==> src/logic/dtc_pkg.sv <==
// constants, field positions and types shared by the dual timer/counter block
package dtc_pkg;

  // ----------------------------------------------------------------
  // register offsets on the special function register port
  // ----------------------------------------------------------------
  localparam logic [7:0] ADDR_RUN_IRQ_CTRL = 8'h88;
  localparam logic [7:0] ADDR_MODE_SELECT  = 8'h89;
  localparam logic [7:0] ADDR_ZERO_LOW     = 8'h8A;
  localparam logic [7:0] ADDR_ONE_LOW      = 8'h8B;
  localparam logic [7:0] ADDR_ZERO_HIGH    = 8'h8C;
  localparam logic [7:0] ADDR_ONE_HIGH     = 8'h8D;

  // ----------------------------------------------------------------
  // values after reset
  // ----------------------------------------------------------------
  localparam logic [7:0] RST_RUN_IRQ_CTRL = 8'h00;
  localparam logic [7:0] RST_MODE_SELECT  = 8'h00;
  localparam logic [7:0] RST_COUNT_BYTE   = 8'h00;

  // ----------------------------------------------------------------
  // bit positions in the run / interrupt control register
  // ----------------------------------------------------------------
  localparam int BIT_ONE_OVF   = 7;
  localparam int BIT_ONE_RUN   = 6;
  localparam int BIT_ZERO_OVF  = 5;
  localparam int BIT_ZERO_RUN  = 4;
  localparam int BIT_IRQ1_FLAG = 3;
  localparam int BIT_IRQ1_EDGE = 2;
  localparam int BIT_IRQ0_FLAG = 1;
  localparam int BIT_IRQ0_EDGE = 0;

  // ----------------------------------------------------------------
  // bit positions in the mode select register
  // ----------------------------------------------------------------
  localparam int BIT_ONE_GATE   = 7;
  localparam int BIT_ONE_SRC    = 6;
  localparam int BIT_ONE_MODE_U = 5;
  localparam int BIT_ONE_MODE_L = 4;
  localparam int BIT_ZERO_GATE  = 3;
  localparam int BIT_ZERO_SRC   = 2;
  localparam int BIT_ZERO_MODE_U = 1;
  localparam int BIT_ZERO_MODE_L = 0;

  // ----------------------------------------------------------------
  // operating modes of the two-bit mode field
  // ----------------------------------------------------------------
  localparam logic [1:0] MODE_13BIT  = 2'h0;
  localparam logic [1:0] MODE_16BIT  = 2'h1;
  localparam logic [1:0] MODE_RELOAD = 2'h2;
  localparam logic [1:0] MODE_SPLIT  = 2'h3;

  // ----------------------------------------------------------------
  // timing: internal timer clock derived from the system clock
  // ----------------------------------------------------------------
  localparam int SYS_CLK_PERIOD_NS = 10;
  localparam int TIMER_CLK_HZ      = 5_000_000;
  localparam int TIMER_PERIOD_NS   = 1_000_000_000 / TIMER_CLK_HZ;
  localparam int TICK_CYCLES       = TIMER_PERIOD_NS / SYS_CLK_PERIOD_NS;
  localparam logic [4:0] TICK_LAST = 5'(TICK_CYCLES - 1);

  // result of one count step
  typedef struct packed {
    logic       ovf;
    logic [7:0] hi;
    logic [7:0] lo;
  } dtc_step_s;

endpackage : dtc_pkg

==> src/logic/dtc_pin_if.sv <==
// carrier between a pin synchroniser and the timer logic
`timescale 1ns/1ps
interface dtc_pin_if;
  logic raw;
  logic level;
  logic fall;

  modport filt (input raw, output level, output fall);
  modport user (output raw, input level, input fall);
endinterface : dtc_pin_if

==> src/logic/dtc_timer_core.sv <==
// dual timer/counter with external interrupt flags behind the register port
//
// Function
// - two 16-bit counters, each low and high byte
// - timer one overflow sets bit 7, ack clears
// - timer zero overflow sets bit 5, ack clears
// - bit 6 runs or halts timer one
// - bit 4 runs or halts timer zero
// - pin one event sets interrupt flag bit 3
// - pin zero event sets interrupt flag bit 1
// - bits 2 and 0 choose edge or level
// - gated timer one runs only while pin high
// - gated timer zero runs only while pin high
// - mode bit 6 picks timer one source
// - mode bit 2 picks timer zero source
// - timer one mode in bits 5 and 4
// - timer zero mode in bits 1 and 0
// - modes 13-bit, 16-bit, 8-bit auto-reload
// - split mode: high byte under timer one run bit
// - timer one in split mode holds and stops
// - reload mode copies high byte on overflow
// - all four count bytes reset to zero
// - internal count clock is 5 MHz
`timescale 1ns/1ps
module dtc_timer_core (
  input  wire logic       sys_clk,
  input  wire logic       rst_b,
  input  wire logic [7:0] sfr_addr,
  input  wire logic       sfr_wr_en,
  input  wire logic [7:0] sfr_wdata,
  input  wire logic       sfr_rd_en,
  output logic      [7:0] sfr_rdata,
  input  wire logic       ext_irq_pin_zero,
  input  wire logic       ext_irq_pin_one,
  input  wire logic       ext_count_pin_zero,
  input  wire logic       ext_count_pin_one,
  input  wire logic       isr_ack_timer_zero,
  input  wire logic       isr_ack_timer_one,
  input  wire logic       isr_ack_irq_zero,
  input  wire logic       isr_ack_irq_one,
  output logic            timer_zero_overflow_flag,
  output logic            timer_one_overflow_flag,
  output logic            ext_irq_zero_flag,
  output logic            ext_irq_one_flag
);
  import dtc_pkg::*;

  // ----------------------------------------------------------------
  // declarations
  // ----------------------------------------------------------------
  logic [7:0] timer_zero_low_byte;
  logic [7:0] timer_zero_high_byte;
  logic [7:0] timer_one_low_byte;
  logic [7:0] timer_one_high_byte;
  logic [7:0] timer_mode_select;
  logic       timer_zero_run;
  logic       timer_one_run;
  logic       ext_irq_zero_edge_select;
  logic       ext_irq_one_edge_select;
  logic [4:0] tick_count;
  logic       tick;
  logic [1:0] zero_mode;
  logic [1:0] one_mode;
  logic       timer_zero_pin_gating;
  logic       timer_one_pin_gating;
  logic       timer_zero_source_select;
  logic       timer_one_source_select;
  logic       zero_inc;
  logic       one_inc;
  logic       split_inc;
  logic       zero_ovf_evt;
  logic       one_ovf_evt;
  logic       split_ovf_evt;
  logic       wr_ctrl;
  logic       wr_mode;
  logic       wr_zero_low;
  logic       wr_zero_high;
  logic       wr_one_low;
  logic       wr_one_high;
  logic       wr_count;
  dtc_step_s  zero_step;
  dtc_step_s  one_step;
  logic [7:0] ctrl_view;

  dtc_pin_if irq_zero_if ();
  dtc_pin_if irq_one_if ();
  dtc_pin_if cnt_zero_if ();
  dtc_pin_if cnt_one_if ();

  // ----------------------------------------------------------------
  // one count step of a timer in the given mode
  // ----------------------------------------------------------------
  function automatic dtc_step_s dtc_step(input logic [1:0] mode,
                                         input logic [7:0] lo,
                                         input logic [7:0] hi);
    dtc_step_s   r;
    logic [13:0] c13;
    logic [16:0] c16;
    logic [8:0]  c8;
    r     = '{ovf: 1'b0, hi: hi, lo: lo};
    c13   = {1'b0, hi, lo[4:0]} + 14'h0001;
    c16   = {1'b0, hi, lo} + 17'h00001;
    c8    = {1'b0, lo} + 9'h001;
    unique case (mode)
      MODE_13BIT: begin
        // upper three low-byte bits are left untouched
        r.hi  = c13[12:5];
        r.lo  = {lo[7:5], c13[4:0]};
        r.ovf = c13[13];
      end
      MODE_16BIT: begin
        r.hi  = c16[15:8];
        r.lo  = c16[7:0];
        r.ovf = c16[16];
      end
      MODE_RELOAD: begin
        r.lo  = c8[8] ? hi : c8[7:0];
        r.ovf = c8[8];
      end
      MODE_SPLIT: begin
        // only the low byte steps here; the high byte is handled apart
        r.lo  = c8[7:0];
        r.ovf = c8[8];
      end
    endcase
    return r;
  endfunction

  // ----------------------------------------------------------------
  // pin synchronisers
  // ----------------------------------------------------------------
  assign irq_zero_if.raw = ext_irq_pin_zero;
  assign irq_one_if.raw  = ext_irq_pin_one;
  assign cnt_zero_if.raw = ext_count_pin_zero;
  assign cnt_one_if.raw  = ext_count_pin_one;

  dtc_pin_sync u_sync_irq_zero (.sys_clk(sys_clk), .rst_b(rst_b), .pin(irq_zero_if));
  dtc_pin_sync u_sync_irq_one  (.sys_clk(sys_clk), .rst_b(rst_b), .pin(irq_one_if));
  dtc_pin_sync u_sync_cnt_zero (.sys_clk(sys_clk), .rst_b(rst_b), .pin(cnt_zero_if));
  dtc_pin_sync u_sync_cnt_one  (.sys_clk(sys_clk), .rst_b(rst_b), .pin(cnt_one_if));

  // ----------------------------------------------------------------
  // 5 MHz timer tick from the system clock
  // ----------------------------------------------------------------
  always_ff @(posedge sys_clk or negedge rst_b) begin
    if (!rst_b) begin
      tick_count <= 5'h00;
    end else if (tick_count == TICK_LAST) begin
      tick_count <= 5'h00;
    end else begin
      tick_count <= tick_count + 5'h01;
    end
  end
  assign tick = (tick_count == TICK_LAST);

  // ----------------------------------------------------------------
  // register decode
  // ----------------------------------------------------------------
  assign wr_ctrl      = sfr_wr_en && (sfr_addr == ADDR_RUN_IRQ_CTRL);
  assign wr_mode      = sfr_wr_en && (sfr_addr == ADDR_MODE_SELECT);
  assign wr_zero_low  = sfr_wr_en && (sfr_addr == ADDR_ZERO_LOW);
  assign wr_zero_high = sfr_wr_en && (sfr_addr == ADDR_ZERO_HIGH);
  assign wr_one_low   = sfr_wr_en && (sfr_addr == ADDR_ONE_LOW);
  assign wr_one_high  = sfr_wr_en && (sfr_addr == ADDR_ONE_HIGH);
  assign wr_count     = wr_zero_low || wr_zero_high || wr_one_low || wr_one_high;

  // mode register fields
  assign timer_one_pin_gating     = timer_mode_select[BIT_ONE_GATE];
  assign timer_one_source_select  = timer_mode_select[BIT_ONE_SRC];
  assign one_mode = {timer_mode_select[BIT_ONE_MODE_U],
                     timer_mode_select[BIT_ONE_MODE_L]};
  assign timer_zero_pin_gating    = timer_mode_select[BIT_ZERO_GATE];
  assign timer_zero_source_select = timer_mode_select[BIT_ZERO_SRC];
  assign zero_mode = {timer_mode_select[BIT_ZERO_MODE_U],
                      timer_mode_select[BIT_ZERO_MODE_L]};

  // ----------------------------------------------------------------
  // count enables: run bit, optional pin gate, then source
  // ----------------------------------------------------------------
  assign zero_inc = timer_zero_run
                 && (!timer_zero_pin_gating || irq_zero_if.level)
                 && (timer_zero_source_select ? cnt_zero_if.fall : tick);
  // split high byte counts timer ticks under the timer one run bit
  assign split_inc = (zero_mode == MODE_SPLIT) && timer_one_run && tick;
  assign one_inc = timer_one_run
                && (one_mode != MODE_SPLIT)
                && (!timer_one_pin_gating || irq_one_if.level)
                && (timer_one_source_select ? cnt_one_if.fall : tick);

  assign zero_step     = dtc_step(zero_mode, timer_zero_low_byte, timer_zero_high_byte);
  assign one_step      = dtc_step(one_mode, timer_one_low_byte, timer_one_high_byte);
  assign zero_ovf_evt  = zero_inc && zero_step.ovf;
  assign split_ovf_evt = split_inc && (timer_zero_high_byte == 8'hFF);
  // in split mode the timer one flag belongs to the zero high byte
  assign one_ovf_evt   = (one_inc && one_step.ovf && (zero_mode != MODE_SPLIT))
                      || split_ovf_evt;

  // ----------------------------------------------------------------
  // timer zero count bytes; a software write beats a count step
  // ----------------------------------------------------------------
  always_ff @(posedge sys_clk or negedge rst_b) begin
    if (!rst_b) begin
      timer_zero_low_byte <= RST_COUNT_BYTE;
    end else if (wr_zero_low) begin
      timer_zero_low_byte <= sfr_wdata;
    end else if (zero_inc) begin
      timer_zero_low_byte <= zero_step.lo;
    end
  end

  always_ff @(posedge sys_clk or negedge rst_b) begin
    if (!rst_b) begin
      timer_zero_high_byte <= RST_COUNT_BYTE;
    end else if (wr_zero_high) begin
      timer_zero_high_byte <= sfr_wdata;
    end else if (split_inc) begin
      timer_zero_high_byte <= timer_zero_high_byte + 8'h01;
    end else if (zero_inc && (zero_mode != MODE_SPLIT)) begin
      timer_zero_high_byte <= zero_step.hi;
    end
  end

  // ----------------------------------------------------------------
  // timer one count bytes
  // ----------------------------------------------------------------
  always_ff @(posedge sys_clk or negedge rst_b) begin
    if (!rst_b) begin
      timer_one_low_byte  <= RST_COUNT_BYTE;
      timer_one_high_byte <= RST_COUNT_BYTE;
    end else begin
      if (wr_one_low) begin
        timer_one_low_byte <= sfr_wdata;
      end else if (one_inc) begin
        timer_one_low_byte <= one_step.lo;
      end
      if (wr_one_high) begin
        timer_one_high_byte <= sfr_wdata;
      end else if (one_inc) begin
        timer_one_high_byte <= one_step.hi;
      end
    end
  end

  // ----------------------------------------------------------------
  // mode register and control bits written only by software
  // ----------------------------------------------------------------
  always_ff @(posedge sys_clk or negedge rst_b) begin
    if (!rst_b) begin
      timer_mode_select        <= RST_MODE_SELECT;
      timer_one_run            <= RST_RUN_IRQ_CTRL[BIT_ONE_RUN];
      timer_zero_run           <= RST_RUN_IRQ_CTRL[BIT_ZERO_RUN];
      ext_irq_one_edge_select  <= RST_RUN_IRQ_CTRL[BIT_IRQ1_EDGE];
      ext_irq_zero_edge_select <= RST_RUN_IRQ_CTRL[BIT_IRQ0_EDGE];
    end else begin
      if (wr_mode) begin
        timer_mode_select <= sfr_wdata;
      end
      if (wr_ctrl) begin
        timer_one_run            <= sfr_wdata[BIT_ONE_RUN];
        timer_zero_run           <= sfr_wdata[BIT_ZERO_RUN];
        ext_irq_one_edge_select  <= sfr_wdata[BIT_IRQ1_EDGE];
        ext_irq_zero_edge_select <= sfr_wdata[BIT_IRQ0_EDGE];
      end
    end
  end

  // ----------------------------------------------------------------
  // overflow flags: a hardware set wins over ack and over a write
  // ----------------------------------------------------------------
  always_ff @(posedge sys_clk or negedge rst_b) begin
    if (!rst_b) begin
      timer_one_overflow_flag  <= RST_RUN_IRQ_CTRL[BIT_ONE_OVF];
      timer_zero_overflow_flag <= RST_RUN_IRQ_CTRL[BIT_ZERO_OVF];
    end else begin
      if (one_ovf_evt) begin
        timer_one_overflow_flag <= 1'b1;
      end else if (isr_ack_timer_one) begin
        timer_one_overflow_flag <= 1'b0;
      end else if (wr_ctrl) begin
        timer_one_overflow_flag <= sfr_wdata[BIT_ONE_OVF];
      end
      if (zero_ovf_evt) begin
        timer_zero_overflow_flag <= 1'b1;
      end else if (isr_ack_timer_zero) begin
        timer_zero_overflow_flag <= 1'b0;
      end else if (wr_ctrl) begin
        timer_zero_overflow_flag <= sfr_wdata[BIT_ZERO_OVF];
      end
    end
  end

  // ----------------------------------------------------------------
  // external interrupt flags; level mode ignores ack and writes,
  // since the flag is just the inverted pin and would come straight back
  // ----------------------------------------------------------------
  always_ff @(posedge sys_clk or negedge rst_b) begin
    if (!rst_b) begin
      ext_irq_one_flag  <= RST_RUN_IRQ_CTRL[BIT_IRQ1_FLAG];
      ext_irq_zero_flag <= RST_RUN_IRQ_CTRL[BIT_IRQ0_FLAG];
    end else begin
      if (!ext_irq_one_edge_select) begin
        ext_irq_one_flag <= !irq_one_if.level;
      end else if (irq_one_if.fall) begin
        ext_irq_one_flag <= 1'b1;
      end else if (isr_ack_irq_one) begin
        ext_irq_one_flag <= 1'b0;
      end else if (wr_ctrl) begin
        ext_irq_one_flag <= sfr_wdata[BIT_IRQ1_FLAG];
      end
      if (!ext_irq_zero_edge_select) begin
        ext_irq_zero_flag <= !irq_zero_if.level;
      end else if (irq_zero_if.fall) begin
        ext_irq_zero_flag <= 1'b1;
      end else if (isr_ack_irq_zero) begin
        ext_irq_zero_flag <= 1'b0;
      end else if (wr_ctrl) begin
        ext_irq_zero_flag <= sfr_wdata[BIT_IRQ0_FLAG];
      end
    end
  end

  // ----------------------------------------------------------------
  // read data, registered one cycle after the read strobe
  // ----------------------------------------------------------------
  assign ctrl_view = {timer_one_overflow_flag, timer_one_run,
                      timer_zero_overflow_flag, timer_zero_run,
                      ext_irq_one_flag, ext_irq_one_edge_select,
                      ext_irq_zero_flag, ext_irq_zero_edge_select};

  always_ff @(posedge sys_clk or negedge rst_b) begin
    if (!rst_b) begin
      sfr_rdata <= 8'h00;
    end else if (sfr_rd_en) begin
      unique case (sfr_addr)
        ADDR_RUN_IRQ_CTRL: sfr_rdata <= ctrl_view;
        ADDR_MODE_SELECT:  sfr_rdata <= timer_mode_select;
        ADDR_ZERO_LOW:     sfr_rdata <= timer_zero_low_byte;
        ADDR_ONE_LOW:      sfr_rdata <= timer_one_low_byte;
        ADDR_ZERO_HIGH:    sfr_rdata <= timer_zero_high_byte;
        ADDR_ONE_HIGH:     sfr_rdata <= timer_one_high_byte;
        default:           sfr_rdata <= 8'h00; // other addresses read as zero
      endcase
    end
  end
endmodule : dtc_timer_core

==> src/logic/dtc_pin_sync.sv <==
// three-stage pin synchroniser with agreement filter and falling-edge pulse
`timescale 1ns/1ps
module dtc_pin_sync (
  input wire logic sys_clk,
  input wire logic rst_b,
  dtc_pin_if.filt  pin
);
  import dtc_pkg::*;

  logic stage1;
  logic stage2;
  logic stage3;
  logic stable;
  logic fall_q;

  // ----------------------------------------------------------------
  // synchroniser chain; pins idle high so reset to one avoids a false edge
  // ----------------------------------------------------------------
  always_ff @(posedge sys_clk or negedge rst_b) begin
    if (!rst_b) begin
      stage1 <= 1'b1;
      stage2 <= 1'b1;
      stage3 <= 1'b1;
    end else begin
      stage1 <= pin.raw;
      stage2 <= stage1;
      stage3 <= stage2;
    end
  end

  // accept a new level only once the last two stages agree
  always_ff @(posedge sys_clk or negedge rst_b) begin
    if (!rst_b) begin
      stable <= 1'b1;
      fall_q <= 1'b0;
    end else begin
      fall_q <= (stage2 == stage3) && stable && !stage3;
      if (stage2 == stage3) begin
        stable <= stage3;
      end
    end
  end

  assign pin.level = stable;
  assign pin.fall  = fall_q;
endmodule : dtc_pin_sync

==> config.mk <==
export PLATFORM = sky130hd
export DESIGN_NAME = dtc_timer_core
export DESIGN_NICKNAME = d
export VERILOG_FILES = /design/src/logic/dtc_pkg.sv /design/src/logic/dtc_pin_if.sv /design/src/logic/dtc_timer_core.sv /design/src/logic/dtc_pin_sync.sv
export SDC_FILE = /design/constraint.sdc
export NUM_CORES = 1
export LEC_CHECK = 0
export BUFFER_PORTS_ARGS = -buffer_cell sky130_fd_sc_hd__buf_2
export CORE_UTILIZATION = 57
export CTS_CLUSTER_DIAMETER = 200
export DETAILED_ROUTE_END_ITERATION = 16
export PLACE_DENSITY = 0.75
export SLEW_MARGIN = 20
export SYNTH_ARGS = -nofsm -noshare
export SYNTH_HDL_FRONTEND = slang
export SYNTH_SLANG_ARGS = --single-unit
==> constraint.sdc <==
create_clock -name sys_clk -period 2.7 [get_ports sys_clk]
set_input_delay 0.405 -clock sys_clk [delete_from_list [all_inputs] [get_ports sys_clk]]
set_output_delay 0.405 -clock sys_clk [all_outputs]
set_load 0.02 [all_outputs]
==> results.yml, run 1 <==
routing:
  vias: 3701
  antenna_left: 0
  routedWlPerCell_um: 19.1
  drt_iter0_markers: 337
  dr.pass1.iters: 6
  vias_per_cell: 6.26
  drt-total-wl_mm: 11.3
  drcViolationCount: 0
worst_setup_path:
  worst-setup-path-type: "flip-flop to flip-flop"
  rr_worst_depth: 7
  arrival_ns: 2.65
  cp_max_fo: 6
  critPathLaunchType: "flip-flop"
  reg2reg_to: "timer_zero_high_byte[7]"
  crit_path_end_kind: "flip-flop"
  regToRegSetupSlack_ns: 0.30
  reg2reg_from: "tick_count[0]"
  cp.required_ns: 2.95
synth:
  syn_area_um2: 4370
  synth-edff-count: 0
  synthMuxAreaShare: 0.0796
  synth_top_family_by_area: "simple AND/OR/NAND/NOR gates"
  ys_ff_latch: 81
  yosysWarnings: 0
  ys_async_sr_fraction: 1.00
  yosysUniqueCellTypes: 55
  synth_compound_area_frac: 0.178
  seq_area_frac_synth: 0.468
  synth_ff_type: "dfrtp_1"
  synth_fa_ha_area_frac: 0.0206
  synth.net_count: 478
  synth_xor_area_frac: 0.0441
  synthCells: 446
  syn-mean-instance-area_um2: 9.80
  synthSimpleGateAreaFrac: 0.180
clock_tree:
  cts-root-buf: "clkbuf_8"
  cts_buffer_depth: 2
  path_clk_slew_ns: 0.09
  post_cts_buffers: 0
  cts_tree: "done"
  hold_buffers: 0
  cts.sinks: 81
  h-tree-depth: 3
  ctsResizeCount: 0
  clk-insertion-delay-late_ns: 0.35
  numCtsBuffers: 9
timing:
  hold_viol: 0
  report.final.slew_viol_count: 0
  setup_viol: 0
  rsz0062_at_grt: "false"
  finalCriticalPeriod_ns: 2.40
  whs_ns: 0.0747
  relSlewSlack: 0.519
  max_freq_mhz: 416
  fin_skew_ns: 0.0115
  finalSetupTns_ns: 0
  layout_worst_path_cycle_share: 0.890
  worst_pin_slew_ns: 0.722
placed_design:
  place.detailed.hpwl_mm: 8.18
  globalplace.congestion: 0.928
  io_buffers: 39
floorplanning:
  start_util: 0.596
  die_x_um: 89.6
  core_um2: 7330
  pin_count: 40
  die-area_um2: 8020
  die_y_um: 89.6
  rows: 31
hold_path:
  hp-class: "input pin to async pin"
grt:
  grt_max_degree: 82
  grt_pass1_vias: 3315
  grtUsageTotal: 0.303
  grt_pass1_wl_mm: 17.5
  grt.overflow.total: 0
  antenna_found_initial: 0
layout:
  final_cell_mix: "dfrtp_1, nand2_1, buf_2, nor2_1, a21oi_1"
  fillerInstances: 587
  antennaDiodeCount: 0
  seqCellArea_um2: 2050
  multi_input_area_um2: 2200
  area_growth_pct: 11.5
  num-nets-final: 519
  final_common_cell: "dfrtp_1"
  drive_gt1_frac: 0.201
run:
  max_cap_violations: 0
power:
  p_leak_nw: 1.98
  ir_drop_uv: 393
  powerDensity_nw_per_um2: 592
status:
  status: "finished clean"
## worst max path at each step
stage | startpoint | endpoint | slack, ns | depth (start not counted)
after floorplan | tick_count[0] | timer_zero_high_byte[7] | 0.64 | 7
after detailed placement | tick_count[0] | timer_zero_high_byte[7] | 0.36 | 7
after global placement | tick_count[0] | timer_zero_high_byte[7] | 0.48 | 7
after CTS | tick_count[0] | timer_zero_high_byte[7] | 0.32 | 7
final | tick_count[0] | timer_zero_high_byte[7] | 0.30 | 7
after global routing | tick_count[0] | timer_zero_high_byte[7] | 0.12 | 7
## cell usage after synthesis (9+ instances only)
master | n | area, um^2
nor2_1 | 36 | 135
a221oi_1 | 9 | 78.8
inv_1 | 12 | 45.0
nand2_1 | 42 | 158
a21oi_1 | 27 | 135
mux2i_1 | 19 | 190
o21ai_0 | 18 | 90.1
a22o_1 | 9 | 78.8
nand3_1 | 20 | 100
o21ai_1 | 10 | 50.1
clkbuf_1 | 18 | 67.6
dfrtp_1 | 65 | 1630
mux2_2 | 11 | 124
dfstp_2 | 16 | 420
xnor2_1 | 14 | 123
## final cells by class
type	count	share of cell area
clock buffers	10	0.0262
clock inverters	6	0.00898
well taps	99	0.0254
multi-input cells	332	0.451
repair buffers	51	0.0598
inverters	12	0.00924
flip-flops and latches	81	0.420
## flip-flops by register name, indices dropped and copies added (netlist names), 5 cells and up
signal	flops
sfr_rdata	8
timer_mode_select	8
timer_one_high_byte	8
timer_one_low_byte	8
timer_zero_high_byte	8
timer_zero_low_byte	8
tick_count	5
## critical path, stage by stage, from the launching register on
cell       delay (ns)
dfrtp_1          0.38
ha_1             0.25
and4bb_2         0.33
o2111ai_1        0.30
a211o_1          0.42
a2111oi_4        0.39
xnor2_1          0.17
o21ai_2          0.06
## stage by stage
step	power, mW	std cells	util	setup slack [ns]	instance area, um^2
final	2.89	591	0.665	0.297	4880
after global routing	3.02	591	0.665	0.122	4880
after CTS	2.89	591	0.665	0.320	4870
after detailed placement	2.10	575	0.641	0.360	4700
after global placement	2.08	575	0.641	0.479	4700
after floorplan	1.88	446	-	0.644	4370
## cell families after synthesis
| group | after synthesis |
|---|---|
| fa+ha+maj | 8 |
| mux | 33 |
| buf+inv | 33 |
| compound gates | 114 |
| xor+xnor | 22 |
| flops | 81 |
| simple gates | 155 |
## power breakdown
part | switching [mW] | internal [mW]
registers | 0.146 | 1.33
clock network | 0.458 | 0.338
logic | 0.355 | 0.263
## per-layer routing
layer	track usage	wire [um]
met3	0.0475	728
met1	0.421	5020
met2	0.479	5200
met5	0	0
met4	0.115	342
Note: power is estimated with default switching activity, not from simulation.
==> inputs of run 2 (changes only) <==
--- a/config.mk
+++ b/config.mk
@@ -6,6 +6,7 @@
 export NUM_CORES = 1
 export LEC_CHECK = 0
 export BUFFER_PORTS_ARGS = -buffer_cell sky130_fd_sc_hd__buf_2
+export CORE_MARGIN = 8
 export CORE_UTILIZATION = 57
 export CTS_CLUSTER_DIAMETER = 200
 export DETAILED_ROUTE_END_ITERATION = 16
@@ -13,4 +14,5 @@
 export SLEW_MARGIN = 20
 export SYNTH_ARGS = -nofsm -noshare
 export SYNTH_HDL_FRONTEND = slang
+export SYNTH_HIERARCHICAL = 1
 export SYNTH_SLANG_ARGS = --single-unit
==> results.yml, run 2 <==
floorplanning:
  die_y_um: 104
  rows: 32
  pin_count: 40
  start_util: 0.578
  die-area_um2: 10700
  core_um2: 7570
  die_x_um: 104
timing:
  layout_setup_ws_ns: 0.236
  fin_skew_ns: 0.00963
  worst_pin_slew_ns: 0.632
  report.final.slew_viol_count: 0
  hold_viol: 0
  max_freq_mhz: 406
  whs_ns: 0.0256
  relSlewSlack: 0.578
  rsz0062_at_grt: "false"
  finalCriticalPeriod_ns: 2.46
  setup_viol: 0
  layout_worst_path_cycle_share: 0.913
  finalSetupTns_ns: 0
worst_setup_path:
  crit_start: "tick_count[0]"
  worst-setup-path-type: "flip-flop to flip-flop"
  regToRegSetupSlack_ns: 0.24
  critPathLaunchType: "flip-flop"
  cp-endpoint: "timer_zero_high_byte[1]"
  rr_worst_depth: 7
  crit_path_end_kind: "flip-flop"
  cp.required_ns: 3.00
  reg2reg_from: "tick_count[0]"
  cp_max_fo: 5
  arrival_ns: 2.76
  reg2reg_to: "timer_zero_high_byte[1]"
run:
  max_cap_violations: 0
layout:
  stdcell_area_um2: 4960
  final_common_cell: "dfrtp_1"
  final_cell_mix: "dfrtp_1, nand2_1, nor2_1, buf_2, o21ai_0"
  drive_gt1_frac: 0.224
  area_growth_pct: 13.4
  num-nets-final: 535
  antennaDiodeCount: 0
  final_util: 0.655
  fin_cells: 610
placed_design:
  place.detailed.hpwl_mm: 8.75
  pre_cts_ws_ns: 0.210
  globalplace.congestion: 0.938
  placed_cells: 594
  io_buffers: 39
  placed_cell_area_um2: 4730
routing:
  routedWlPerCell_um: 19.5
  antenna_left: 0
  drt-total-wl_mm: 11.9
  drt_iter0_markers: 272
  dr.pass1.iters: 5
  vias_per_cell: 6.12
  vias: 3732
  drcViolationCount: 0
grt:
  antenna_found_initial: 0
  grt_pass1_wl_mm: 19.4
  grt.overflow.total: 0
  grt_max_degree: 45
  grtUsageTotal: 0.225
  grt_pass1_vias: 3656
clock_tree:
  path_clk_slew_ns: 0.09
  cts_buffer_depth: 2
  numCtsBuffers: 9
  cts_tree: "done"
  cts-root-buf: "clkbuf_8"
  post_cts_buffers: 0
  clk-insertion-delay-late_ns: 0.36
  h-tree-depth: 3
  hold_buffers: 0
  cts.sinks: 81
  ctsResizeCount: 0
synth:
  synth_area_leaders: "dfrtp_1, dfstp_2, nand2_1"
  synth_fa_ha_area_frac: 0.0217
  ys_ff_latch: 81
  yosysWarnings: 6
  yosysUniqueCellTypes: 56
  synthSimpleGateAreaFrac: 0.198
  syn_area_um2: 4370
  synthTopCellsByCount: "dfrtp_1, nand2_1, nor2_1, o21ai_0, a22oi_1"
  yosys.area.top_type_share: 0.372
  syn-mean-instance-area_um2: 9.66
  yosys.area.top_type: "dfrtp_1"
  synth.net_count: 485
  synthCells: 453
  synthMuxAreaShare: 0.0566
  synth_top_family_by_area: "simple AND/OR/NAND/NOR gates"
  yosysMostFrequentCell: "dfrtp_1"
  synth-edff-count: 0
  ys_async_sr_fraction: 1.00
  seq_area_frac_synth: 0.468
  synth_ff_type: "dfrtp_1"
  synth_xor_area_frac: 0.0481
  synth_compound_area_frac: 0.186
power:
  powerDensity_nw_per_um2: 601
  ir_drop_uv: 452
  total_power_mw: 2.98
  p_leak_nw: 2.04
status:
  status: "finished clean"
hold_path:
  hp-class: "input pin to async pin"
[run 2: layer usage]
layer,wire length (um),GRT usage,vias to the layer above
li1,-,-,1766
met1,5220,0.295,1774
met4,481,0.129,0
met2,5290,0.333,160
met5,0,0,-
met3,918,0.0551,32
[run 2: worst min-delay path by stage]
stage / from / to / cells past startpoint
2_1_floorplan: rst_b / ext_irq_one_edge_select / 0
3_3_place_gp: u_sync_irq_one/stage1 / u_sync_irq_one/stage2 / 0
3_5_place_dp: u_sync_irq_zero/stage1 / u_sync_irq_zero/stage2 / 0
4_1_cts: rst_b / timer_zero_low_byte[3] / 1
5_1_grt: rst_b / timer_zero_low_byte[3] / 1
6_report: rst_b / timer_zero_low_byte[3] / 1
[run 2: cell type report]
| type | instances | area, um^2 |
|---|---|---|
| inverters | 9 | 33.8 |
| multi-input cells | 350 | 2230 |
| clock buffers | 9 | 124 |
| flip-flops and latches | 81 | 2050 |
| clock inverters | 7 | 101 |
| repair buffers | 52 | 295 |
| fillers | 620 | 2610 |
| well taps | 102 | 128 |
[run 2: cells by family (layout without fill, tap and decap cells)]
family,after synthesis,after routing
and+or+nand+nor,172,172
AOI/OAI and AO/OA,123,123
DFF,81,81
xor gates and xnor gates,24,24
muxes,23,23
buffers and inverters,22,77
adders and majority gates,8,8
[run 2: report_power, final]
part / internal [mW] / switching [mW] / total, mW
Combinational: 0.211 / 0.295 / 0.506
Clock: 0.529 / 0.480 / 1.01
Sequential: 1.31 / 0.152 / 1.47
Total: 2.05 / 0.927 / 2.98
[run 2: critical path, cell delays in order (launching register included)]
cell and delay [ns]:
dfrtp_1 0.39, ha_1 0.27, nand4bb_1 0.26, nor4_1 0.54, o31ai_1 0.25, or3_1 0.38, a31oi_1 0.16, mux2_2 0.16
